==> src/design/standby_control_regs.vh <==
// Offsets of the control and halt status registers; field positions and reset values of the standby control register.
// Assumes inclusion by the standby mode select logic only.
`ifndef STANDBY_CONTROL_REGS_VH
`define STANDBY_CONTROL_REGS_VH
`define ADDR_STANDBY_CONTROL 4'h0
`define ADDR_HALT_STATUS 4'h4
`define BIT_STANDBY_SELECT 15
`define BIT_RSVD_ONE 14
`define BIT_RSVD_ZERO 13
`define WAIT_SEL_MSB 12
`define WAIT_SEL_LSB 8
`define RST_STANDBY_SELECT 1'h0
`define RST_WAIT_SEL 5'h0F
`define RSVD_ONE_VALUE 1'h1
`endif

==> src/design/standby_mode_select_control.v <==
// Standby control register and power-down mode selection on halt.
// Assumes an Avalon-MM master on MCLK_I; halt, wake and watchdog inputs arrive from
// logic on the same clock.
//
// Overview of operation
// RULE1 - Bit 15 of the control register chooses the halt power-down target.
// RULE2 - Standby-select clear: halt enters sleep mode. The code enters all-module-clock-stop instead when ALLSTOP_ENABLE_I is set.
// RULE3 - Standby-select set: halt enters software standby mode.
// RULE4 - Waking from standby by external interrupt leaves standby-select set.
// RULE5 - Software writes 0 to standby-select to return to sleep on halt.
// RULE6 - Watchdog mode forces sleep or all-module-clock-stop, never software standby.
// RULE7 - Bit 14 resets to 1, always reads 1; software writes 1.
// RULE8 - Bit 13 resets to 0 and always reads 0.
// RULE9 - Register is 16-bit read/write; resets select 0, wait field 01111.
// RULE10 - Halted states keep register contents and suspend internal operation.
// RULE11 - Bits 7 to 0 reset to zero and read as zero.
//
// The register addresses and the Avalon-MM slave port were decided locally.
`timescale 1ns/1ps
`include "standby_control_regs.vh"
module standby_mode_select_control (
	input wire MCLK_I,
	input wire RSTN_I,
	input wire [3:0] AVS_ADDRESS_I,
	input wire AVS_READ_I,
	input wire AVS_WRITE_I,
	input wire [31:0] AVS_WRITEDATA_I,
	input wire [3:0] AVS_BYTEENABLE_I,
	output reg [31:0] AVS_READDATA_O,
	output wire AVS_WAITREQUEST_O,
	input wire HALT_EXEC_I,
	input wire WATCHDOG_MODE_I,
	input wire ALLSTOP_ENABLE_I,
	input wire INTERRUPT_I,
	input wire EXT_INTERRUPT_I,
	output reg SLEEP_O,
	output reg ALLSTOP_O,
	output reg STANDBY_O,
	output reg CPU_HOLD_O,
	output reg [4:0] STANDBY_WAIT_SEL_O
);
	// One-hot power states; the status word shows the code as it stands
	localparam [3:0] ST_RUN = 4'h1;
	localparam [3:0] ST_SLEEP = 4'h2;
	localparam [3:0] ST_ALLSTOP = 4'h4;
	localparam [3:0] ST_STANDBY = 4'h8;
	// Map selectors of the address decoder
	localparam [1:0] SEL_NONE = 2'h0;
	localparam [1:0] SEL_CTRL = 2'h1;
	localparam [1:0] SEL_STATUS = 2'h2;

	reg standby_select_reg;
	reg standby_select_next;
	reg [4:0] wait_sel_reg;
	reg [4:0] wait_sel_next;
	reg [3:0] mode_reg;
	reg [3:0] mode_next;
	reg ack_reg;
	reg ack_next;
	reg [31:0] rdata_next;
	reg sleep_next;
	reg allstop_next;
	reg standby_next;
	reg hold_next;
	wire bus_req;
	wire rd_launch;
	wire wr_take;
	wire wr_ctrl;
	wire [15:0] ctrl_word;
	wire [31:0] status_word;
	wire [3:0] halt_mode;

	// Shared by read mux and write strobe, so both see one map
	function [1:0] decode_addr;
		input [3:0] addr;
		case (addr)
		`ADDR_STANDBY_CONTROL: decode_addr = SEL_CTRL;
		`ADDR_HALT_STATUS: decode_addr = SEL_STATUS;
		default: decode_addr = SEL_NONE;
		endcase
	endfunction

	// Standby stops the watchdog, so watchdog mode never picks it
	function [3:0] halt_target;
		input sel_bit;
		input wd_mode;
		input allstop_en;
		if (sel_bit & ~wd_mode) begin
			halt_target = ST_STANDBY; // RULE3
		end else if (allstop_en) begin
			halt_target = ST_ALLSTOP; // RULE6
		end else begin
			halt_target = ST_SLEEP; // RULE2
		end
	endfunction

	// Fixed single wait state, so read data can come from a flip-flop
	assign bus_req = AVS_READ_I | AVS_WRITE_I;
	assign AVS_WAITREQUEST_O = bus_req & ~ack_reg;
	assign rd_launch = AVS_READ_I & ~ack_reg;
	assign wr_take = AVS_WRITE_I & ack_reg;
	assign wr_ctrl = wr_take & AVS_BYTEENABLE_I[1] & (decode_addr(AVS_ADDRESS_I) == SEL_CTRL);
	// Bits 13 and 7..0 not stored, so no write can make them read other than zero
	assign ctrl_word = {standby_select_reg, `RSVD_ONE_VALUE, 1'h0, wait_sel_reg, 8'h00}; // RULE7 RULE8 RULE11
	assign status_word = {28'h0000000, mode_reg};
	assign halt_mode = halt_target(standby_select_reg, WATCHDOG_MODE_I, ALLSTOP_ENABLE_I); // RULE1 RULE6

	always @* begin
		ack_next = bus_req & ~ack_reg;
		rdata_next = AVS_READDATA_O;
		if (rd_launch) begin
			case (decode_addr(AVS_ADDRESS_I))
			SEL_CTRL: begin
				rdata_next = {16'h0000, ctrl_word}; // RULE9
			end
			SEL_STATUS: begin
				rdata_next = status_word;
			end
			default: begin
				rdata_next = 32'h00000000;
			end
			endcase
		end
	end

	always @(posedge MCLK_I or negedge RSTN_I) begin
		if (!RSTN_I) begin
			ack_reg <= 1'h0;
			AVS_READDATA_O <= 32'h00000000;
		end else begin
			ack_reg <= ack_next;
			AVS_READDATA_O <= rdata_next;
		end
	end

	// Only a bus write moves these; halt and wake never touch them
	always @* begin
		standby_select_next = standby_select_reg; // RULE4 RULE10
		wait_sel_next = wait_sel_reg;
		if (wr_ctrl) begin
			standby_select_next = AVS_WRITEDATA_I[`BIT_STANDBY_SELECT]; // RULE5
			wait_sel_next = AVS_WRITEDATA_I[`WAIT_SEL_MSB:`WAIT_SEL_LSB];
		end
	end

	always @(posedge MCLK_I or negedge RSTN_I) begin
		if (!RSTN_I) begin
			standby_select_reg <= `RST_STANDBY_SELECT; // RULE9
			wait_sel_reg <= `RST_WAIT_SEL; // RULE9
		end else begin
			standby_select_reg <= standby_select_next;
			wait_sel_reg <= wait_sel_next;
		end
	end

	always @* begin
		mode_next = mode_reg;
		case (mode_reg)
		ST_RUN: begin
			if (HALT_EXEC_I) begin
				mode_next = halt_mode; // RULE1
			end
		end
		ST_SLEEP: begin
			if (INTERRUPT_I) begin
				mode_next = ST_RUN;
			end
		end
		ST_ALLSTOP: begin
			if (INTERRUPT_I) begin
				mode_next = ST_RUN;
			end
		end
		ST_STANDBY: begin
			// Oscillator is down here, so only the external wake counts
			if (EXT_INTERRUPT_I) begin
				mode_next = ST_RUN; // RULE4
			end
		end
		default: begin
			mode_next = ST_RUN;
		end
		endcase
	end

	always @* begin
		sleep_next = (mode_next == ST_SLEEP);
		allstop_next = (mode_next == ST_ALLSTOP);
		standby_next = (mode_next == ST_STANDBY);
		hold_next = (mode_next != ST_RUN); // RULE10
	end

	always @(posedge MCLK_I or negedge RSTN_I) begin
		if (!RSTN_I) begin
			mode_reg <= ST_RUN;
			SLEEP_O <= 1'h0;
			ALLSTOP_O <= 1'h0;
			STANDBY_O <= 1'h0;
			CPU_HOLD_O <= 1'h0;
		end else begin
			mode_reg <= mode_next;
			SLEEP_O <= sleep_next;
			ALLSTOP_O <= allstop_next;
			STANDBY_O <= standby_next;
			CPU_HOLD_O <= hold_next;
		end
	end

	// Copy lags the register by one cycle; the field is only exported
	always @(posedge MCLK_I or negedge RSTN_I) begin
		if (!RSTN_I) begin
			STANDBY_WAIT_SEL_O <= `RST_WAIT_SEL;
		end else begin
			STANDBY_WAIT_SEL_O <= wait_sel_reg;
		end
	end
endmodule

==> config.mk <==
export PLATFORM = sky130hd
export DESIGN_NAME = standby_mode_select_control
export DESIGN_NICKNAME = d
export VERILOG_FILES = /design/src/design/standby_mode_select_control.v
export VERILOG_INCLUDE_DIRS = /design/src /design/src/design
export SDC_FILE = /design/constraint.sdc
export NUM_CORES = 1
export LEC_CHECK = 0
export ABC_AREA = 1
export ABC_CLOCK_PERIOD_IN_PS = 2350
export BUFFER_PORTS_ARGS = -buffer_cell sky130_fd_sc_hd__buf_4
export CAP_MARGIN = 40
export CELL_PAD_IN_SITES_DETAIL_PLACEMENT = 0
export CELL_PAD_IN_SITES_GLOBAL_PLACEMENT = 2
export CORE_UTILIZATION = 25
export DETAILED_ROUTE_END_ITERATION = 8
export MAX_ROUTING_LAYER = met4
export PLACE_DENSITY_LB_ADDON = 0.1
export SLEW_MARGIN = 20
export SYNTH_ARGS = -nofsm -noshare
export SYNTH_HDL_FRONTEND = slang
export SYNTH_SLANG_ARGS = --single-unit
==> constraint.sdc <==
create_clock -name MCLK_I -period 2.35 [get_ports MCLK_I]
set_input_delay 0.1175 -clock MCLK_I [delete_from_list [all_inputs] [get_ports MCLK_I]]
set_output_delay 0.1175 -clock MCLK_I [all_outputs]
set_load 0.1 [all_outputs]
### Yosys cells after proc, flatten, opt, wreduce, memory -nomap -nowiden

Cells that the tools add are included.

| cells by class | value |
|---|---|
| equal/unequal tests | 12 |
| mux-type cells | 9 |
| bitwise operators | 9 |
| reductions and logical operators | 2 |

Operator list:

| operator | count |
|---|---|
| case mux 16 bit (2 select lines) | 1 |
| two-way mux 4 bit | 4 |
| equality test 4 x 3 -> 1 bit, second input constant | 3 |
| case mux 4 bit (3 select lines) | 1 |
| equality test 4 x 2 -> 1 bit, second input constant | 2 |
| equality test 4 bit, second input constant | 2 |
| AND 1 bit | 6 |
| equality test 2 x 1 -> 1 bit, second input constant | 2 |
| equality test 4 x 1 -> 1 bit, second input constant | 1 |
| logical NOT 4 bit | 1 |
| inequality test 4 x 1 -> 1 bit, second input constant | 1 |
| case mux 2 bit (2 select lines) | 1 |
| two-way mux 3 bit | 1 |
| equality test 2 bit, second input constant | 1 |
| two-way mux 2 bit | 1 |
| NOT 1 bit | 2 |
| OR reduction 2 bit | 1 |
| bitwise OR 1 bit | 1 |

| word-level totals | value |
|---|---|
| register bits after elaboration | 52 |
| bits of input ports | 49 |
| output and inout bits | 42 |
| word-level logic and storage cells | 42 |

### Depth between registers and ports, before layout

Gate-level depths: netlist of run 1.

| depth | value |
|---|---|
| depth after elaboration | 6 |
| depth in mapped cells | 10 |
| depth with buffers taken out | 9 |

### Least setup slack after synthesis of run 1

No wires, ideal clock.

| timing | value |
|---|---|
| path kind | register -> register |
| start | reg ack_reg |
| end | reg ack_reg |
| setup time | 267 ps |
| arrival time | 1,887 ps |
| required time | 2,083 ps |
| path slack | 196 ps |
| cell stages (with the launch flop) | 3 |
| path buffers | 1 |
| period minus slack after synthesis | 2,154 ps |
| cells stage by stage | dfrtp_1 buf_2 nor2_1 |

| on the way | value |
|---|---|
| cells in the longest elaborated chain, start to end | 2 |

Ends and longest elaborated chain:

| element | RTL line | source |
|---|---|---|
| start, declared | standby_mode_select_control.v:58 | `reg ack_reg;` |
| start signal, assigned | standby_mode_select_control.v:131 | `ack_reg <= ack_next;` |
| NOT 1 bit | -- |  |
| AND 1 bit | -- |  |
| named net AVS_WAITREQUEST_O | standby_mode_select_control.v:30 | `output wire AVS_WAITREQUEST_O,` |

The timed path passes the listed nets, and every way through them passes these cells.
A chain may end at the register's enable or synchronous reset.

### Worst setup path after layout of run 1

| timing | value |
|---|---|
| start | reg ack_reg |
| end | out AVS_WAITREQUEST_O |

| on the way | value |
|---|---|
| cells in the longest elaborated chain, start to end | 2 |

Ends and longest elaborated chain:

| element | RTL line | source |
|---|---|---|
| NOT 1 bit | standby_mode_select_control.v:99 | `assign AVS_WAITREQUEST_O = bus_req & ~ack_reg;` |
| AND 1 bit | standby_mode_select_control.v:99 |  |
| end, declared | standby_mode_select_control.v:30 |  |

No other way between the ends.

==> results.toml, run 1 <==
[die]
die_area_um2 = 6290
start_util = 0.265
rows = 27
die_w_um = 79.3
die_y_um = 79.3
ios = 91
core_um2 = 5640

[yosys]
synth.lib_cells_used.distinct = 18
syn-instance-count = 162
ys_seq_area_frac = 0.526
synth.area.top_cells = "dfrtp_1 (37%), dfstp_2 (16%), buf_4 (11%)"
synth_area_leader_cell = "dfrtp_1"
syn_area_um2 = 1500
synth_seq_cells = 31
yosysTopAreaCellShare = 0.368
synth_warnings = 0
syn_avg_cell_area_um2 = 9.23

[grt]
track_usage = 0.112
grtUsageMet3 = 0.0414
grt_overflow = 0
use_met2 = 0.173
grt_pass1_wl_um = 5040
grt_max_degree = 32
grt-busiest-layer = "met2"
antenna_found_initial = 0
grtUsageMet1 = 0.132
grt_pass1_vias = 1085

[setup_path]
worstSetupStartpointType = "flip-flop"
rrSetupSlack_ns = 0.99
cp_max_fo = 14
cp_data_required_time_ns = 2.23
worstSetupEndpointType = "primary output"
crit_arrival_ns = 1.37
path_class = "flip-flop to primary output"

[place]
port_buffers = 40
dp.cells = 270
gp_congestion = 0.734
dp_hpwl_um = 2400

[clock_network]
path_clk_slew_ns = 0.07
cts_tree = "done"
clkLatencyLatePin_ns = 0.28
cts.path.max_buffers = 2
ctsResizeCount = 0
post_cts_buffers = 0
cts_hold_buf = 1
htree_levels = 2
clock-sinks = 31
cts_buffers = 5
cts-root-buf = "clkbuf_8"

[layout]
num_antenna_cells = 0
final_util = 0.339
largest_reg_flops = 11
areaGrowthSynthToFinish_pct = 27.8
fill_cells = 597
multiInputGateArea_um2 = 531
stdcell_count = 279
seq_area_um2 = 787
final_layout_size_suffix_gt1_frac = 0.329
final_nets = 258

[outcome]
status = "complete, no violations"

[detailed_routing]
antenna_left = 0
first_pass_iters = 4
drc = 0
wl_um = 3150
detail_route.iter0.violations = 36
wl_per_cell_um = 11.3
vias = 1114
avgViaCountPerCell = 3.99

[power]
p_total_mw = 1.95
ir_drop_mv = 0.368
p_leak_nw = 1.01
pwr_density_cell_nw_per_um2 = 1020

[timing]
finalHoldViolations = 0
setup_viol_count_final = 0
period_share = 0.632
max_freq_ghz = 0.673
skew_ns = 0.00381
period_needed_ns = 1.48
grt_setup_unrepaired = "no"
tns_ns = 0
slew_viol_final = 0

[job]
maxCapViolCount = 0

[hold_path]
hp-class = "input pin to flip-flop"
-- through the flow --
stage	hold slack, ns	setup slack, ns	instance area (µm²)
3_5_place_dp	0.0766	0.692	1780
6_report	0.0351	0.865	1910
5_1_grt	0.0264	0.786	1910
4_1_cts	0.0292	0.831	1910
3_3_place_gp	0.0767	0.736	1780
2_1_floorplan	-0.178	0.196	1570
-- path summary, 6_finish.rpt --
kind | startpoint | to | cells past startpoint
worst max-delay path | ack_reg$_DFF_PN0_ | AVS_WAITREQUEST_O | 2
worst min-delay path | AVS_WRITEDATA_I[10] | wait_sel_reg[2]$_DFFE_PN1P_ | 3
worst max register to register | ack_reg$_DFF_PN0_ | wait_sel_reg[3]$_DFFE_PN1P_ | 4
worst min register to register | wait_sel_reg[2]$_DFFE_PN1P_ | STANDBY_WAIT_SEL_O[2]$_DFF_PN1_ | 0
max in group asynchronous | RSTN_I | wait_sel_reg[3]$_DFFE_PN1P_ | 2
min in group asynchronous | RSTN_I | AVS_READDATA_O[9]$_DFFE_PN0P_ | 2
-- critical path, cell delays in order, from the launching register on --
cell	delay, ns
dfrtp_1	0.55
nor2_1	0.22
buf_4	0.32
-- power breakdown --
part	switching [mW]	total [mW]	internal, mW
Clock	0.199	0.542	0.343
Combinational	0.586	0.722	0.136
Sequential	0.0475	0.685	0.637
-- synthesized netlist by cell type (all sizes together) --
library cell	count
nor3	2
buf	23
nand3b	2
inv	20
clkbuf	1
nand2	25
dfstp	9
ha	3
dfrtp	22
nor2	14
conb	1
o21ai	27
nand3	13
-- cell families (layout without fill, tap and decap cells) --
kind of cell / after synthesis / after routing / share of synthesized area
fa+ha+maj: 3 / 3 / 0.0251
simple gates: 56 / 56 / 0.177
flops: 31 / 31 / 0.526
other cells: 1 / 21 / 0.00251
buf+inv: 44 / 69 / 0.169
compound gates: 27 / 27 / 0.100
-- layout by cell type, fill, tap and decap left out, drive strengths merged, types with 3 or more instances in the layout --
cell and n:
buf 40, o21ai 27, nand2 25, dfrtp 22
conb 21, inv 20, nor2 14, nand3 13
dfstp 9, clkbuf 6, ha 3
-- per-layer routing --
| layer | up-vias | part of all wire | wire (µm) |
|---|---|---|---|
| met4 | 0 | 0.0079 | 25 |
| met1 | 511 | 0.44 | 1380 |
| li1 | 559 | - | - |
| met3 | 4 | 0.069 | 217 |
| met5 | - | 0 | 0 |
| met2 | 40 | 0.48 | 1530 |
-- layout make-up --
class | instances | share of cell area
Clock buffer | 6 | 0.0432
Clock inverter | 2 | 0.0183
Inverter | 20 | 0.0393
Multi-Input combinational cell | 107 | 0.278
Tap cell | 72 | 0.0472
Sequential cell | 31 | 0.412
Timing Repair Buffer | 41 | 0.162
Power figures use the tool's default switching activity.
==> run 2, diff against run 1 <==
- ABC_CLOCK_PERIOD_IN_PS: 2350 -> 1200
- CORE_UTILIZATION: 25 -> 21
- clock period: 2.35 -> 1.2 ns (I/O delays scaled with it)
==> run 2 against run 1 <==
Register-to-register slack got worse by 0.90 ns. Final area rose by 13%. Critical path type unchanged. Highest routed layer unchanged. Core utilization fell by 2.4 points. Clock-buffer cell count did not move. First-iteration DRC count fell by 50%. Critical endpoint unchanged. Sequential power rose by 97%. Largest cell class unchanged.
==> results.toml, run 2 (same netlist as run 1, synthesis figures left out) <==
[timing]
period_share = 0.958
setup_viol_count_final = 0
grt_setup_unrepaired = "no"
worst_slack_ns = 0.0508
skew_ns = 0.00793
max_freq_ghz = 0.870
period_needed_ns = 1.15
slew_viol_final = 0
holdWs_ns = 0.0578
finalHoldViolations = 0

[power]
power.share.switching = 0.427
ir_drop_mv = 1.10
p_clk_frac = 0.270
power_frac_seq = 0.338
pwr_density_cell_nw_per_um2 = 1850
p_leak_nw = 1.07
p_int_mw = 2.28
p_sw_mw = 1.70
combPwrFrac = 0.392

[layout]
largest_reg_flops = 11
multiInputGateArea_um2 = 558
layout_commonest_cell = "buf_4"
seq_area_um2 = 803
final_layout_size_suffix_gt1_frac = 0.442
num_antenna_cells = 0
fill_cells = 777
areaGrowthSynthToFinish_pct = 43.8
final_nets = 275
mostFrequentLayoutCells = "buf_4 (48), conb_1 (21), nand2_1 (19)"

[die]
die_area_um2 = 7460
die_y_um = 86.4
start_util = 0.219
ios = 91
die_w_um = 86.4
core_um2 = 6830
rows = 30

[detailed_routing]
avgViaCountPerCell = 3.61
antenna_left = 0
wl_per_cell_um = 10.9
first_pass_iters = 3
drc = 0
vias = 1156
detail_route.iter0.violations = 18
wl_um = 3490

[setup_path]
cp_max_fo = 4
path_class = "flip-flop to primary output"
worstSetupEndpointType = "primary output"
crit_arrival_ns = 1.09
cp_data_required_time_ns = 1.14
worstSetupStartpointType = "flip-flop"

[clock_network]
clkLatencyLatePin_ns = 0.28
cts_buffers = 5
cts.path.max_buffers = 2
cts-root-buf = "clkbuf_8"
cts_tree = "done"
clock-sinks = 31
htree_levels = 2
path_clk_slew_ns = 0.07

[grt]
grt_pass1_vias = 1182
track_usage = 0.104
grt_pass1_wl_um = 5560
grt_overflow = 0
grt_max_degree = 32
antenna_found_initial = 0

[hold_path]
hp-class = "input pin to flip-flop"

[place]
dpl_worst_slack_ns = -0.259
dp_hpwl_um = 2540
gp_congestion = 0.794
port_buffers = 40

[job]
maxCapViolCount = 0

[outcome]
status = "complete, no violations"
[run 2: changes by cell type in the layout (fill, tap and decap cells not counted), moves of 7 or more]
cell	change
buf_4	+8
dfrtp_1	-13
dfrtp_2	+13
dlygate4sd3_1	+7
o21ai_0	-7
o21ai_1	+7
[run 2: area by class of cell]
| cell class | instances | area share |
|---|---|---|
| Inverter | 20 | 0.0349 |
| Timing Repair Buffer | 58 | 0.221 |
| Sequential cell | 31 | 0.374 |
| Clock inverter | 2 | 0.0163 |
| Clock buffer | 6 | 0.0384 |
| Multi-Input combinational cell | 107 | 0.260 |
| Tap cell | 96 | 0.0559 |
[run 2: final timing paths]
kind	startpoint	endpoint	slack, ns	cells past startpoint
setup / recovery	ack_reg$_DFF_PN0_	AVS_WAITREQUEST_O	0.05	2
hold / removal	ALLSTOP_ENABLE_I	mode_reg[1]$_DFF_PN0_	0.06	3
setup reg to reg	mode_reg[0]$_DFF_PN1_	STANDBY_O$_DFF_PN0_	0.09	6
hold reg to reg	wait_sel_reg[2]$_DFFE_PN1P_	STANDBY_WAIT_SEL_O[2]$_DFF_PN1_	0.37	0
max in group asynchronous	RSTN_I	mode_reg[0]$_DFF_PN1_	0.63	2
min in group asynchronous	RSTN_I	AVS_READDATA_O[12]$_DFFE_PN0P_	0.24	2
[run 2: repair_timing]
item	4_1_cts	5_1_grt
pin swaps	0	2
endpoints found under the setup margin	2	16
setup buffers	1	3
hold buffers	8	0
hold endpoints to repair	30	0
resized for setup	1	17
[run 2: power by group through the flow]
stage / clock network, mW / registers (mW) / logic (mW)
after global placement: 0 / 1.36 / 1.48
final: 1.08 / 1.35 / 1.56
after CTS: 1.10 / 1.34 / 1.52
after global routing: 1.15 / 1.37 / 1.66
after detailed placement: 0 / 1.36 / 1.47
after floorplan: 0 / 1.89 / 0.675
[run 2: worst max-delay path, cell delays in order, from the launching register on]
cell and delay [ns]:
dfrtp_1 0.47, nor2_4 0.13, buf_8 0.20
[run 2: layer usage]
| layer | share of wire | wire (µm) | track usage | vias to the layer above |
|---|---|---|---|---|
| li1 | - | - | - | 587 |
| met1 | 0.43 | 1510 | 0.122 | 533 |
| met2 | 0.49 | 1720 | 0.162 | 30 |
| met3 | 0.059 | 204 | 0.0333 | 6 |
| met4 | 0.017 | 59 | 0.0455 | 0 |
| met5 | 0 | 0 | - | - |
[run 2: per-stage QoR]
| step | utilization | cell area (µm²) | total power [mW] | cells | TNS, ns |
|---|---|---|---|---|---|
| after floorplan | - | 1600 | 2.57 | 182 | -0.0398 |
| after global placement | 0.278 | 1900 | 2.84 | 300 | -1.85 |
| after detailed placement | 0.278 | 1900 | 2.83 | 300 | -2.12 |
| after CTS | 0.308 | 2110 | 3.97 | 317 | 0 |
| after global routing | 0.315 | 2150 | 4.18 | 320 | 0 |
| final | 0.315 | 2150 | 3.98 | 320 | 0 |
==> run 3, diff against run 2 <==
- ABC_CLOCK_PERIOD_IN_PS: 1200 -> 1100
- CORE_UTILIZATION: 21 -> 23
- clock period: 1.2 -> 1.1 ns (I/O delays scaled with it)
==> run 3 against run 2 <==
The run now ends with negative setup slack left. Sequential power increased by 9.6%. Hold slack got worse by 0.058 ns. Setup slack got worse by 0.096 ns. First-iteration DRC count increased to 4.3 times the previous value. Critical path depth unchanged. Final area increased by 6.5%. Power increased by 15%. Final cell count decreased by 4.7%. Sequential share of layout area decreased by 2.2 points. Core utilization increased by 4.8 points. Clock skew decreased by 0.0011 ns. Flip-flop and latch count unchanged. Critical endpoint unchanged. Highest routed layer unchanged.
==> results.toml, run 3 (same netlist as run 1, synthesis figures left out) <==
[setup_path]
critPathBufInv = 1
path_cells = "nor2_4 > buf_12"
cp_max_fo = 5
path_delay_family = "flip-flops"
worstSetupEndpointType = "primary output"
crit_arrival_ns = 1.09
cp_data_required_time_ns = 1.04
worstSetupStartpointType = "flip-flop"
path_class = "flip-flop to primary output"
max_stage_delay_ns = 0.48
cpMaxStageDelayCell = "dfrtp_2"

[power]
pwr_density_cell_nw_per_um2 = 2010
ir_drop_mv = 1.04
p_leak_nw = 1.14

[timing]
slew_viol_final = 0
grt_setup_unrepaired = "yes"
finalHoldViolations = 0
skew_ns = 0.00684
worst_slack_ns = -0.0454
period_share = 1.04
max_freq_ghz = 0.873
holdWs_ns = 0.000279
tns_ns = -0.0511
setup_viol_count_final = 2
period_needed_ns = 1.15

[detailed_routing]
drc = 0
avgViaCountPerCell = 3.93
antenna_left = 0
vias = 1199
wl_per_cell_um = 11.2
first_pass_iters = 4
detail_route.iter0.violations = 77
wl_um = 3420

[grt]
grt_pass1_vias = 1143
grt_max_degree = 32
track_usage = 0.111
grt_overflow = 0
antenna_found_initial = 0
grt_pass1_wl_um = 5380

[die]
start_util = 0.237
core_um2 = 6310
die_y_um = 82.6
die_w_um = 82.6
rows = 29
die_area_um2 = 6830
ios = 91

[outcome]
violations = "negative setup slack"
status = "finished, violations left"

[layout]
final_layout_size_suffix_gt1_frac = 0.518
layout_commonest_cell = "buf_4"
areaGrowthSynthToFinish_pct = 53.1
num_antenna_cells = 0
final_nets = 279
largest_reg_flops = 11
mostFrequentLayoutCells = "buf_4 (48), conb_1 (21), nand2_1 (17)"

[place]
gp_congestion = 0.786
dp_hpwl_um = 2530
port_buffers = 40

[clock_network]
cts_buffers = 5
clock-sinks = 31
clkLatencyLatePin_ns = 0.28
path_clk_slew_ns = 0.07
htree_levels = 2
cts.path.max_buffers = 2
cts-root-buf = "clkbuf_8"
cts_tree = "done"

[job]
maxCapViolCount = 0

[hold_path]
hp-class = "input pin to flip-flop"
==> run 3: layout make-up <==
type / count / area, µm²
clock inverter: 2 / 35.0
clock buffer: 6 / 82.6
inverter: 20 / 77.6
fill: 663 / 4030
sequential: 31 / 805
multi-input combinational: 107 / 636
tap: 77 / 96.3
timing repair buffer: 62 / 557
==> run 3: worst reg2reg max path: cells and delay by family (launching register included) <==
family                 cells  cell delay [ns]
flip-flops                 1             0.53
AND/OR/NAND/NOR            4             0.30
buffers and inverters      2             0.16
==> run 3: metal layers <==
layer  global-route usage  vias to the layer above  routed length (µm)
li1                     -                      602                   -
met1                0.130                      557                1410
met2                0.174                       33                1730
met3               0.0374                        7                 200
met4               0.0483                        0                  67
met5                    -                        -                   0
==> run 3: final timing paths <==
path / from / endpoint / slack [ns] / depth (start not counted)
setup / recovery: ack_reg$_DFF_PN0_ / AVS_WAITREQUEST_O / -0.05 / 2
hold / removal: AVS_WRITEDATA_I[11] / wait_sel_reg[3]$_DFFE_PN1P_ / 0.0003 / 3
setup reg to reg: mode_reg[0]$_DFF_PN1_ / CPU_HOLD_O$_DFF_PN0_ / -0.01 / 6
hold reg to reg: wait_sel_reg[0]$_DFFE_PN1P_ / STANDBY_WAIT_SEL_O[0]$_DFF_PN1_ / 0.37 / 0
max in group asynchronous: RSTN_I / mode_reg[0]$_DFF_PN1_ / 0.52 / 2
min in group asynchronous: RSTN_I / AVS_READDATA_O[9]$_DFFE_PN0P_ / 0.25 / 2
==> run 3: power breakdown <==
group | internal, mW | switching [mW] | total, mW
clock | 0.733 | 0.445 | 1.18
sequential | 1.37 | 0.112 | 1.48
combinational | 0.536 | 1.40 | 1.94
==> run 3: stage by stage <==
step	setup WS, ns	instance area, µm²	std cells	utilization	power [mW]
2_1_floorplan	-0.132	1610	182	-	2.80
3_3_place_gp	-0.268	1920	287	0.305	3.14
3_5_place_dp	-0.312	1920	287	0.305	3.14
4_1_cts	-0.0537	2180	303	0.346	4.46
5_1_grt	-0.0838	2290	305	0.362	4.81
6_report	-0.0454	2290	305	0.362	4.60
==> run 3: what timing repair did <==
| item | in CTS | in global routing |
|---|---|---|
| resized for setup | 26 | 25 |
| endpoints found under the setup margin | 17 | 20 |
| endpoints found under the hold margin | 29 | 0 |
| pin swaps | 7 | 14 |
| buffers inserted | 1 | 2 |
| hold buffers | 7 | 0 |
